## src/hdl/sdrpw_map.svh

```systemverilog
// sdram power/refresh block: timing counts and command codes
// assumes a 100 MHz core clock
`ifndef SDRPW_MAP_SVH
`define SDRPW_MAP_SVH
`define SDRPW_CLK_PERIOD_NS 10
`define SDRPW_POWERUP_WAIT_US 100
`define SDRPW_POWERUP_WAIT_CYC ((`SDRPW_POWERUP_WAIT_US * 1000 + `SDRPW_CLK_PERIOD_NS - 1) / `SDRPW_CLK_PERIOD_NS)
`define SDRPW_XSR_NS 70
`define SDRPW_XSR_CYC ((`SDRPW_XSR_NS + `SDRPW_CLK_PERIOD_NS - 1) / `SDRPW_CLK_PERIOD_NS)
`define SDRPW_REFRESH_INTERVAL_MS 64
`define SDRPW_ROWS 4096
`define SDRPW_ROW_INTERVAL_CYC ((`SDRPW_REFRESH_INTERVAL_MS * 1000000 / `SDRPW_ROWS) / `SDRPW_CLK_PERIOD_NS)
`define SDRPW_INIT_REFRESHES 2
`define SDRPW_CMD_NOP 4'b0111
`define SDRPW_CMD_ACTIVE 4'b0011
`define SDRPW_CMD_REFRESH 4'b0001
`define SDRPW_CMD_PRECHARGE 4'b0010
`define SDRPW_CMD_LOAD_MODE 4'b0000
`endif

```

## src/hdl/sdrpw_pkg.sv

```systemverilog
// sdram power/refresh block: shared types
// assumes sdrpw_map.svh holds numeric constants
package sdrpw_pkg;
   typedef enum logic [1:0] {
      SDRPW_ST_UNINIT,
      SDRPW_ST_NORMAL,
      SDRPW_ST_POWER_DOWN,
      SDRPW_ST_SELF_REFRESH
   } sdrpw_state_e;

   // cs_n, ras_n, cas_n, we_n in that order
   typedef struct packed {
      logic       cs_n;
      logic       ras_n;
      logic       cas_n;
      logic       we_n;
   } sdrpw_cmd_s;
endpackage

```

## src/hdl/sdrpw_core.sv

```systemverilog
// sdram power/refresh block: init tracking, self refresh, power-down gating
// assumes controller pins arrive asynchronously and pass a two-stage synchroniser
`timescale 1ns/1ps
`include "sdrpw_map.svh"
module sdrpw_core
   import sdrpw_pkg::*;
#(
   parameter int ROWS_W       = 12,
   parameter int ROW_INTERVAL = `SDRPW_ROW_INTERVAL_CYC
) (
   input  wire logic                core_clk,
   input  wire logic                rst,
   input  wire logic                cke_pin,
   input  wire sdrpw_pkg::sdrpw_cmd_s cmd_pin,
   output logic                     dq_oe,
   output logic                     cmd_accept,
   output sdrpw_pkg::sdrpw_cmd_s    cmd_seen,
   output logic                     self_refresh_active,
   output logic                     power_down_active,
   output logic                     refresh_tick,
   output logic [ROWS_W-1:0]        refresh_row,
   output logic                     init_done
);
   import sdrpw_pkg::*;

   // timer wide enough to hold one row interval
   localparam int ICW = $clog2(ROW_INTERVAL + 1);

   // ----------------------------------------------------------------
   // input synchronisers
   // ----------------------------------------------------------------
   logic       cke_m_q;
   logic       cke_s_q;
   logic       cke_p_q;
   sdrpw_cmd_s cmd_m_q;
   sdrpw_cmd_s cmd_s_q;

   // reset values look like a deselected bus with clock-enable low
   // cke_p_q is one stage more, used to find the falling edge and to gate command sampling
   always_ff @(posedge core_clk) begin
      if (rst) begin
         cke_m_q <= 1'b0;
         cke_s_q <= 1'b0;
         cke_p_q <= 1'b0;
         cmd_m_q <= '1;
         cmd_s_q <= '1;
      end else begin
         cke_m_q <= cke_pin;
         cke_s_q <= cke_m_q;
         cke_p_q <= cke_s_q;
         cmd_m_q <= cmd_pin;
         cmd_s_q <= cmd_m_q;
      end
   end

   // matches the four strobes against one command code
   function automatic logic is_cmd(input sdrpw_cmd_s c, input logic [3:0] code);
      is_cmd = ({c.cs_n, c.ras_n, c.cas_n, c.we_n} == code);
   endfunction

   // ----------------------------------------------------------------
   // state machine
   // ----------------------------------------------------------------
   sdrpw_state_e         state_q;
   sdrpw_state_e         state_d;
   logic [1:0]           init_cnt_q;
   logic [1:0]           init_cnt_d;
   // row counter only moves in self refresh; row timer counts there and clears on entry to it
   logic [ICW-1:0]       tmr_q;
   logic [ICW-1:0]       tmr_d;
   logic [ROWS_W-1:0]    row_q;
   logic [ROWS_W-1:0]    row_d;
   logic                 tick_d;
   logic                 tick_q;
   logic                 accept;

   // commands only sampled while clock-enable high in the previous cycle
   assign accept = cke_p_q && (state_q != SDRPW_ST_POWER_DOWN)
                   && (state_q != SDRPW_ST_SELF_REFRESH);

   // in the normal state a falling clock-enable picks self refresh or power-down
   // from the command that arrives together with it
   always_comb begin
      state_d    = state_q;
      init_cnt_d = init_cnt_q;
      tmr_d      = tmr_q;
      row_d      = row_q;
      tick_d     = 1'b0;
      case (state_q)
         SDRPW_ST_UNINIT: begin
            if (accept && is_cmd(cmd_s_q, `SDRPW_CMD_REFRESH)) begin
               if (init_cnt_q == 2'(`SDRPW_INIT_REFRESHES - 1)) begin
                  state_d = SDRPW_ST_NORMAL;
               end
               // counter stops once the state leaves the uninitialised state
               init_cnt_d = init_cnt_q + 2'd1;
            end
         end
         SDRPW_ST_NORMAL: begin
            if (!cke_s_q && cke_p_q) begin
               if (is_cmd(cmd_s_q, `SDRPW_CMD_REFRESH)) begin
                  state_d = SDRPW_ST_SELF_REFRESH;
                  tmr_d   = '0;
               end else begin
                  state_d = SDRPW_ST_POWER_DOWN;
               end
            end
         end
         SDRPW_ST_POWER_DOWN: begin
            // input buffers gated: only clock-enable is watched
            if (cke_s_q) begin
               state_d = SDRPW_ST_NORMAL;
            end
         end
         SDRPW_ST_SELF_REFRESH: begin
            // internal timer steps the row counter with no commands
            if (tmr_q == ICW'(ROW_INTERVAL - 1)) begin
               tmr_d  = '0;
               row_d  = row_q + ROWS_W'(1);
               tick_d = 1'b1;
            end else begin
               tmr_d = tmr_q + ICW'(1);
            end
            if (cke_s_q) begin
               state_d = SDRPW_ST_NORMAL;
            end
         end
         default: state_d = SDRPW_ST_UNINIT;
      endcase
   end

   always_ff @(posedge core_clk) begin
      if (rst) begin
         state_q    <= SDRPW_ST_UNINIT;
         init_cnt_q <= '0;
         tmr_q      <= '0;
         row_q      <= '0;
         tick_q     <= 1'b0;
      end else begin
         state_q    <= state_d;
         init_cnt_q <= init_cnt_d;
         tmr_q      <= tmr_d;
         row_q      <= row_d;
         tick_q     <= tick_d;
      end
   end

   // ----------------------------------------------------------------
   // outputs
   // ----------------------------------------------------------------
   // this block never drives read data, so the data pins stay parked
   assign dq_oe               = 1'b0;
   assign cmd_accept          = accept;
   assign cmd_seen            = cmd_s_q;
   assign self_refresh_active = (state_q == SDRPW_ST_SELF_REFRESH);
   assign power_down_active   = (state_q == SDRPW_ST_POWER_DOWN);
   assign refresh_tick        = tick_q;
   assign refresh_row         = row_q;
   assign init_done           = (state_q != SDRPW_ST_UNINIT);

   // ----------------------------------------------------------------
   // checks
   // ----------------------------------------------------------------
   // checks sleep during reset; pin changes reach them two edges late
   chk_dq_highz: assert property (@(posedge core_clk) disable iff (rst)
      !dq_oe) else $error("data outputs driven");

   chk_pd_gate: assert property (@(posedge core_clk) disable iff (rst)
      power_down_active |-> !cmd_accept) else $error("command taken in power-down");

   chk_pd_enter: assert property (@(posedge core_clk) disable iff (rst)
      (state_q == SDRPW_ST_NORMAL && !cke_s_q && cke_p_q
       && !is_cmd(cmd_s_q, `SDRPW_CMD_REFRESH)) |=> power_down_active)
      else $error("power-down not entered");

   chk_pd_exit: assert property (@(posedge core_clk) disable iff (rst)
      (power_down_active && cke_s_q) |=> !power_down_active)
      else $error("power-down not left");

   chk_sr_enter: assert property (@(posedge core_clk) disable iff (rst)
      (state_q == SDRPW_ST_NORMAL && !cke_s_q && cke_p_q
       && is_cmd(cmd_s_q, `SDRPW_CMD_REFRESH)) |=> self_refresh_active)
      else $error("self refresh not entered");

   chk_sr_gate: assert property (@(posedge core_clk) disable iff (rst)
      self_refresh_active |-> !cmd_accept) else $error("command taken in self refresh");

   chk_sr_row: assert property (@(posedge core_clk) disable iff (rst)
      (self_refresh_active && tmr_q == ICW'(ROW_INTERVAL - 1))
      |=> (refresh_tick && refresh_row == $past(refresh_row) + ROWS_W'(1)))
      else $error("self refresh row not advanced");

   chk_sr_hold: assert property (@(posedge core_clk) disable iff (rst)
      (self_refresh_active && tmr_q != ICW'(ROW_INTERVAL - 1)) |=> !refresh_tick)
      else $error("spurious refresh tick");

   chk_row_step: assert property (@(posedge core_clk) disable iff (rst)
      $changed(refresh_row) |-> refresh_tick)
      else $error("row counter moved without a tick");

   chk_tick_src: assert property (@(posedge core_clk) disable iff (rst)
      refresh_tick |-> $past(self_refresh_active))
      else $error("refresh tick outside self refresh");

   chk_sr_exit: assert property (@(posedge core_clk) disable iff (rst)
      (self_refresh_active && cke_s_q) |=> !self_refresh_active)
      else $error("self refresh not left");
endmodule

```

## config.mk

```make
export PLATFORM = sky130hd
export DESIGN_NAME = sdrpw_core
export DESIGN_NICKNAME = d
export VERILOG_FILES = /design/src/hdl/sdrpw_pkg.sv /design/src/hdl/sdrpw_core.sv
export VERILOG_INCLUDE_DIRS = /design/src /design/src/hdl
export SDC_FILE = /design/constraint.sdc
export NUM_CORES = 1
export LEC_CHECK = 0
export ABC_AREA = 1
export ABC_CLOCK_PERIOD_IN_PS = 1300
export BUFFER_PORTS_ARGS = -buffer_cell sky130_fd_sc_hd__buf_2
export CORE_UTILIZATION = 34
export CTS_BUF_LIST = sky130_fd_sc_hd__clkbuf_4
export DETAILED_ROUTE_END_ITERATION = 7
export HOLD_SLACK_MARGIN = 0.08
export PLACE_DENSITY = 0.61
export SKIP_LAST_GASP = 1
export SYNTH_ARGS = -nofsm -noshare
export SYNTH_HDL_FRONTEND = slang
export SYNTH_SLANG_ARGS = --single-unit
export TNS_END_PERCENT = 30
```

## constraint.sdc

```tcl
create_clock -name core_clk -period 1.3 [get_ports core_clk]
set_input_delay 0.065 -clock core_clk [delete_from_list [all_inputs] [get_ports core_clk]]
set_output_delay 0.065 -clock core_clk [all_outputs]
set_load 0.05 [all_outputs]
```

==> metrics list, run 1 <==
* Final setup violation count: 20
- Die boundary width: 78.93 um
- The analysis attributes to net switching a power of 0.0005579 W.
- By startpoint and endpoint, the worst setup path is classified as reg2reg.
* Area Growth Syn to Fin: 35.01%
- Across the routed clock network, the largest skew measured is 0.008422 ns.
- After synthesis the netlist holds a flip-flop and latch count of 39.
- In the layout the commonest cells are nand2_1, buf_4, inv_1, nor2_1, buf_2.
- Part of the power in registers: 58.8%
- Global-route usage over all layers: 16.74%
- Proportion of synthesized chip area in sequential cells: 38.81%
- For this design the ratio of total power to cell area is 764.3 mW/mm2.
- The HPWL after detailed placement is 3.277 mm.
- Cell taking the most area after synthesis: dfxtp_1
* RSZ-0062 raised after global routing: yes
- Most common library cell in the layout ignoring fill and taps: nand2_1
- Net switching is 26.87% of the power.
- After clock tree synthesis, the clock-pin slew on the worst setup and hold paths is 0.13 ns.
* Critical path arrival: 1.68 ns
* Final GP Congestion: 0.8227
- Starting density of the core: 35.88%
* Kind of path behind the tightest hold check: reg2reg
* Number of global-route vias before repair: 1837
* Total wirelength of the detailed-routed design: 4.879 mm
* TritonCTS clock tree: yes
* Die area: 0.006229 mm2
- The checks that failed: setup timing.
- Height of the die: 78.93 um
- Average cell area after synthesis: 7.035 um2
- Relative contribution of the clock network to total power: 31.6%
* Main area contributors after synthesis: dfxtp_1, nand2_1, inv_1
* Total vias in the final route: 1933
* Antenna Violating Nets Remaining: 0
- In this run the critical register-to-register path is captured at refresh_row[9].
* Sort of element at the end of the critical path: flip-flop
- Count of inserted antenna diode cells: 0
* Initial DRT Pass Iterations: 4
* H-tree depth: 2
- Setup tns final: -0.6733 ns
- Derived from the worst setup path, the maximum achievable clock frequency is 0.7233 GHz.
- In the final routed layout, each cell accounts on average for 11.45 um.
* Port buffer count: 27
* Worst-case vdd ir drop: 431.3 uV
* Fraction of layout cells with a size suffix above 1: 40.40%
* Post-layout nets: 364
- Synthesis warning total: 0
* Count of different cell masters after synthesis: 28
- Drt first-iter violations: 108
- Number of top-level pins: 29
* Start point of the worst hold path: cke_m_q
- For the finished layout, the period the worst path requires is 1.382 ns.
* Worst hold path depth: 2
- In this run the critical register-to-register path is launched from tmr_q[1].
* Share of Yosys cell area claimed by the top area cell type: 38.81%
* Net Count, Synth: 297
- Entering global routing, the biggest net connects 18 pins.
- The clock net in this run drives a total of 39 sinks.
- The worst register-to-register path has a setup slack of -0.08 ns.
* Leakage dissipation: 1.153 nW
- In this run the worst path has a maximum fanout of 5.
* Internal power contribution: 0.001518 W
- Across all setup checks in the final design, the least slack found is -0.08247 ns.
- In this run the core area contains 27 standard-cell rows.
- Per-cell via count in the routed design: 4.538
* Core ar.: 0.005608 mm2
- Gr ovfl total: 0
- The tool flagged a number of max-cap violations equal to 0.
* Slew Limit Fails: 0
- Hold Crit Endpoint: cke_s_q
* Worst path required time: 1.60 ns
- Measured in cells, the most critical reg-to-reg path has a length of 9.
* Final clock period utilization by the worst path: 106.3%
- Endpoints failing hold: 0
* First-pass GRT wire length: 8.252 mm
* Number of antenna violations at the first check in global routing: 0
- The clock passes through at most 2 buffers.
* Library cell used as clock root buffer: clkbuf_4
- The worst setup path is launched from a flip-flop.
- DRC: 0
- Number of buffers created by CTS: 5
* Synthesized cell area: 0.002012 mm2
- Synthesized instance count: 286
* Worst slack at placement: -0.06395 ns
- Run status: finished, violations left
* Skew-Pair Late Insertion Delay: 0.36 ns
- Combinational logic burns 9.6% of the power.
## power by group through the flow
stage          Sequential, W  Clock (W)  Combinational [W]
5_1_grt              0.00123   0.000748           0.000221
6_report             0.00122   0.000655           0.000199
2_1_floorplan        0.00127          0           0.000101
3_3_place_gp         0.00125          0           0.000180
3_5_place_dp         0.00125          0           0.000181
4_1_cts              0.00123   0.000678           0.000199
## worst max path at each step
stage / startpoint / endpoint / slack (ns)
4_1_cts: state_q[1] / power_down_active / -0.04
2_1_floorplan: refresh_row[9] / refresh_row[10] / -0.07
3_3_place_gp: state_q[0] / tmr_q[10] / -0.03
5_1_grt: tmr_q[0] / tmr_q[10] / -0.17
6_report: tmr_q[1] / refresh_row[9] / -0.08
3_5_place_dp: state_q[0] / tmr_q[10] / -0.06
## sequential cells by signal (all words and copies together) (netlist names)
name          flops
cke_p_q           1
state_q           2
init_cnt_q        2
cke_m_q           1
refresh_row      12
cmd_m_q           4
refresh_tick      1
cke_s_q           1
cmd_seen          4
tmr_q            11
## stage by stage
step                      util [%]  cell area, um2  total power (W)  hold WS (ns)  cells
final                        48.44            2716         0.002076        0.4133    426
after global routing         48.44            2716         0.002194        0.4171    426
after CTS                    46.94            2633         0.002102        0.4034    424
after detailed placement     44.29            2484         0.001433        0.2544    409
after global placement       44.29            2484         0.001431        0.2485    409
after floorplan                  -            2059         0.001368        0.1688    286
## kinds of logic after synthesis
family                   Yosys count  share of synthesized area, %
AND/OR/NAND/NOR                  159                         36.26
buffers and inverters             46                         9.577
flip-flops                        39                         38.81
AO/OA/AOI/OAI                     30                         9.640
XOR/XNOR                           7                         3.047
adder cells (fa/ha/maj)            4                         2.488
other                              1                        0.1864
## layer usage
metal	routed length (um)	global-route usage [%]	part of all wire, %	vias up
met2	2377	28.09	49	37
met1	2279	21.51	47	867
met4	53	5.455	1.1	0
li1	-	-	-	1022
met3	169	3.218	3.5	7
met5	0	0	0	-
## layout make-up
| cell class | instances | area, um2 |
|---|---|---|
| Inverter | 39 | 153.9 |
| Multi-Input combinational cell | 201 | 1114 |
| Clock buffer | 6 | 45.04 |
| Tap cell | 72 | 90.09 |
| Fill cell | 571 | 2892 |
| Sequential cell | 39 | 812.0 |
| Timing Repair Buffer | 67 | 489.2 |
| Clock inverter | 2 | 12.51 |
## worst max-delay path: stages, from the launching register on
cell and delay, ns:
dfxtp_4 0.39, inv_4 0.06, ha_4 0.13, nand3_4 0.07
nor2_4 0.17, nand3_4 0.11, inv_4 0.09, clkbuf_16 0.14
nand2_2 0.05, a21oi_2 0.12
## Yosys cell counts
library cell / count
dfxtp_1: 39
inv_2: 8
buf_6: 2
nand2_1: 75
buf_4: 1
nand2_2: 11
conb_1: 1
ha_1: 4
nand3_2: 1
xor2_1: 4
clkbuf_1: 2
nand3_4: 1
o21bai_1: 1
nor2_2: 5
inv_1: 31
o21ai_0: 4
nand3b_1: 1
nand4_1: 8
nor2_1: 31
a21oi_1: 12
xnor2_1: 3
nand3_1: 17
or2_2: 8
buf_1: 1
buf_2: 1
nor2_4: 1
a21oi_2: 11
o21ai_1: 2
## timing repair
action | CTS | global route
endpoints found under the hold margin | 7 | 0
pin swaps | 0 | 7
endpoints found under the setup margin | 24 | 27
resized for setup | 11 | 13
hold buffers | 6 | 0
gates cloned | 0 | 1
setup buffers | 1 | 1
(Power assumes the default switching activity.)
==> run 2, diff against run 1 <==
--- a/config.mk
+++ b/config.mk
@@ -14,6 +14,7 @@
 export DETAILED_ROUTE_END_ITERATION = 7
 export HOLD_SLACK_MARGIN = 0.08
 export PLACE_DENSITY = 0.61
+export REMOVE_ABC_BUFFERS = 1
 export SKIP_LAST_GASP = 1
 export SYNTH_ARGS = -nofsm -noshare
 export SYNTH_HDL_FRONTEND = slang
==> run 2 against run 1 <==
Effect of this change: the run still ends with setup timing left; critical endpoint is now refresh_row[0]; wire length down 5.2%; register-to-register slack better by 0.06 ns; non-clock buffer count up 3; die area unchanged; largest cell class unchanged; power up 1.2%; count of clock-buffer cells in the layout down 1; largest power group unchanged.
==> metrics list, run 2 (synthesis results as in run 1) <==
- The run finished, with violations left.
* Violations in the final reports: setup timing
- The achievable frequency was 0.7555 GHz (+4.4%).
- The number of failing setup endpoints in the final timing report came to 11 (-45%).
- Fraction of layout cells with a size suffix above 1: 40.62% (+0.22 points)
- Leaving out fill and tap cells, the most frequent cell in the layout is nand2_1.
- In this run the critical register-to-register path is launched from tmr_q[1].
- The overall overflow remaining after global route is 0 (unchanged).
* Die area: 0.006229 mm2 (unchanged)
* Starting density of the core: 35.88% (unchanged)
- The vias after detailed routing was 1933 (unchanged).
* Most used cells in the layout excluding fill and tap cells: nand2_1, buf_4, dfxtp_1, inv_1, nor2_1
* Final GP Congestion: 0.8139 (-1.1%)
- The final hold violation count came to 0 (unchanged).
- Area Growth Syn to Fin: 37.69%
- Skew-Pair Late Insertion Delay: 0.34 ns (-0.02 ns)
- Critical-path maximum fanout: 6 (+1)
* Least setup slack across all paths after layout: -0.02370 ns (+0.05877 ns)
- The cell leakage power came to 1.190 nW (+3.2%).
- Met3 WL post-DR: 110 um (-35%)
* Number of filler cells placed in the layout: 584 (+2.3%)
- Time the worst path needs with I/O delays and setup: 1.324 ns (-0.05877 ns)
- CP delay by family, top: simple AND/OR/NAND/NOR gates
- Final core utilization: 49.40% (+0.96 points)
* Routed length on met2: 2.204 mm (-7.3%)
- The number of I/O port buffers was 27 (unchanged).
* Number of global-route vias before repair: 1741 (-5.2%)
* Hold WS: 0.4052 ns (-0.008051 ns)
* Drt first-iter violations: 76 (-30%)
- The number of max-cap violations is 0 (unchanged).
- Number of antenna violations at the first check in global routing: 0 (unchanged)
- The critical path data required time is 1.59 ns (about the same).
- The maximum number of pins on one net before global-route repair came to 15 (-3).
- TritonCTS clock tree: yes
- Half-perimeter wire length of the detailed placement result: 3.304 mm (+0.82%)
* Cell chain of the critical path: inv_2 > ha_4 > nand3_2 > nor2_4 > nand3_4 > inv_4 > buf_12 > nand2_2 > a21oi_2
- Setup slack of the worst register-to-register path: -0.02 ns (+0.06 ns)
- The pre-CTS setup slack came to -0.05073 ns (+0.01323 ns).
- The clock sink count is 39 (unchanged).
- Clock tree synthesis selected as its root buffer the cell clkbuf_4.
- Post-layout nets: 367 (+0.82%)
* Worst-case vdd ir drop: 562.5 uV (+30%)
- The worst setup path is captured at a flip-flop.
* Met1 WL: 2.269 mm (-0.44%)
* Clock slew at reported path FFs: 0.14 ns (about the same)
- The post-route antenna net violation count came to 0 (unchanged).
- The post-route clock skew is 0.01038 ns (+0.001958 ns).
* Global-route usage over all layers: 15.80% (-0.94 points)
* Number of buffers created by CTS: 5 (unchanged)
- DRC: 0 (unchanged)
- The post-route clock period utilization came to 101.8% (-4.5 points).
* Max clock buf depth: 2 (unchanged)
* Top metal layer carrying routed signals: met4
* Hold Crit Endpoint: cke_s_q
* Number of buffer and inverter stages on the critical path: 3 (unchanged)
- The post-route cell area was 0.002770 mm2 (+2.0%).
- The worst hold path stage count is 2 (unchanged).
- Placement row count: 27 (unchanged)
* Startpoint kind of the worst setup timing path: flip-flop
- The number of slew-limit violations in the final report was 0 (unchanged).
* Per-cell via count in the routed design: 4.506 (-0.70%)
- Placed cell area: 0.002436 mm2 (-1.9%)
- Setup repair after global routing could not meet its margin everywhere.
- The arrival time at the worst endpoint came to 1.62 ns (-0.06 ns).
* Die boundary width: 78.93 um (unchanged)
- The core box area is 0.005608 mm2 (unchanged).
- The path class of the tightest hold or removal check is reg2reg.
- Start point of the worst hold path: cke_m_q
- The number of levels in the clock H-tree was 2 (unchanged).
- Post-layout total power: 0.002101 W (+1.2%)
- The length of the first detailed-routing pass in iterations came to 4 (unchanged).
- Number of top-level pins: 29 (unchanged)
- The vertical die dimension came to 78.93 um (unchanged).
- Classification of the worst setup path: reg2reg
- The highest cell delay on the worst timing path is 0.36 ns (-0.03 ns).
- The worst register-to-register path ends at refresh_row[0].
- The cell depth of the worst flop-to-flop path was 9 (unchanged).
* Total wirelength of the detailed-routed design: 4.624 mm (-5.2%)
- The wire length per cell after detailed routing is 10.78 um (-5.9%).
- The number of flip-flops in the largest register came to 12 (unchanged).
- Slowest stage cell, crit path: dfxtp_2
- Count of inserted antenna diode cells: 0 (unchanged)
- Power Density: 758.5 mW/mm2 (-0.76%)
- First-pass GRT wire length: 7.790 mm (-5.6%)
run 2: cell count changes in the layout (fill, tap and decap cells not counted), moves of 2 or more:
cell | before | now
ha_4 | 3 | 1
buf_6 | 1 | 4
buf_2 | 25 | 23
inv_4 | 3 | 1
nand2_1 | 72 | 68
inv_2 | 7 | 9
nand3_2 | 1 | 3
dfxtp_2 | 13 | 7
nor2_4 | 3 | 5
nand2_4 | 0 | 3
a21oi_1 | 12 | 10
dfxtp_1 | 22 | 31
dfxtp_4 | 4 | 1
clkinvlp_4 | 0 | 2
run 2: how the worst max path moves through the flow:
stage / start / end / depth (start not counted)
floorplan: refresh_row[0] / refresh_row[8] / 8
finish: tmr_q[1] / refresh_row[0] / 9
global placement: tmr_q[1] / refresh_row[5] / 8
global route: tmr_q[1] / refresh_row[10] / 9
CTS: tmr_q[1] / refresh_row[0] / 9
detailed placement: tmr_q[1] / refresh_row[0] / 9
run 2: worst min-delay path, delay by kind of cell, from the launching register on:
kind / cells / cell delay [ns]
buffers and inverters: 1 / 0.04
flip-flops: 1 / 0.32
AND/OR/NAND/NOR: 1 / 0.03
run 2: area by class of cell:
type / instances / area [um2] / share of cell area (%)
repair buffers: 70 / 535.5 / 19.33
inverters: 39 / 148.9 / 5.375
flip-flops and latches: 39 / 793.3 / 28.64
clock buffers: 5 / 37.54 / 1.355
multi-input cells: 201 / 1141 / 41.19
clock inverters: 3 / 23.77 / 0.8582
well taps: 72 / 90.09 / 3.252
run 2: power by group:
part	total, W	internal (W)	switching (W)
logic	0.000207	0.0000794	0.000128
registers	0.00123	0.00122	0.0000101
clock network	0.000668	0.000217	0.000451
run 2: layer usage:
layer  vias up  track usage (%)
met4         0            4.364
li1       1021                -
met1       885            20.71
met2        23            26.35
met5         -                0
met3         4            3.103
run 2: timing repair:
action,CTS,global route
hold buffers,6,0
cloned,0,1
endpoints found under the setup margin,23,28
pin swaps,2,10
gates resized for setup,15,35
buffers inserted,3,2
hold endpoints to repair,10,0
run 2: stage by stage:
step / setup TNS (ns) / instances
after floorplan: -4.313 / 279
after global placement: -0.005842 / 409
after detailed placement: -0.5253 / 409
after CTS: -0.1387 / 426
after global routing: -1.595 / 429
final: -0.1542 / 429
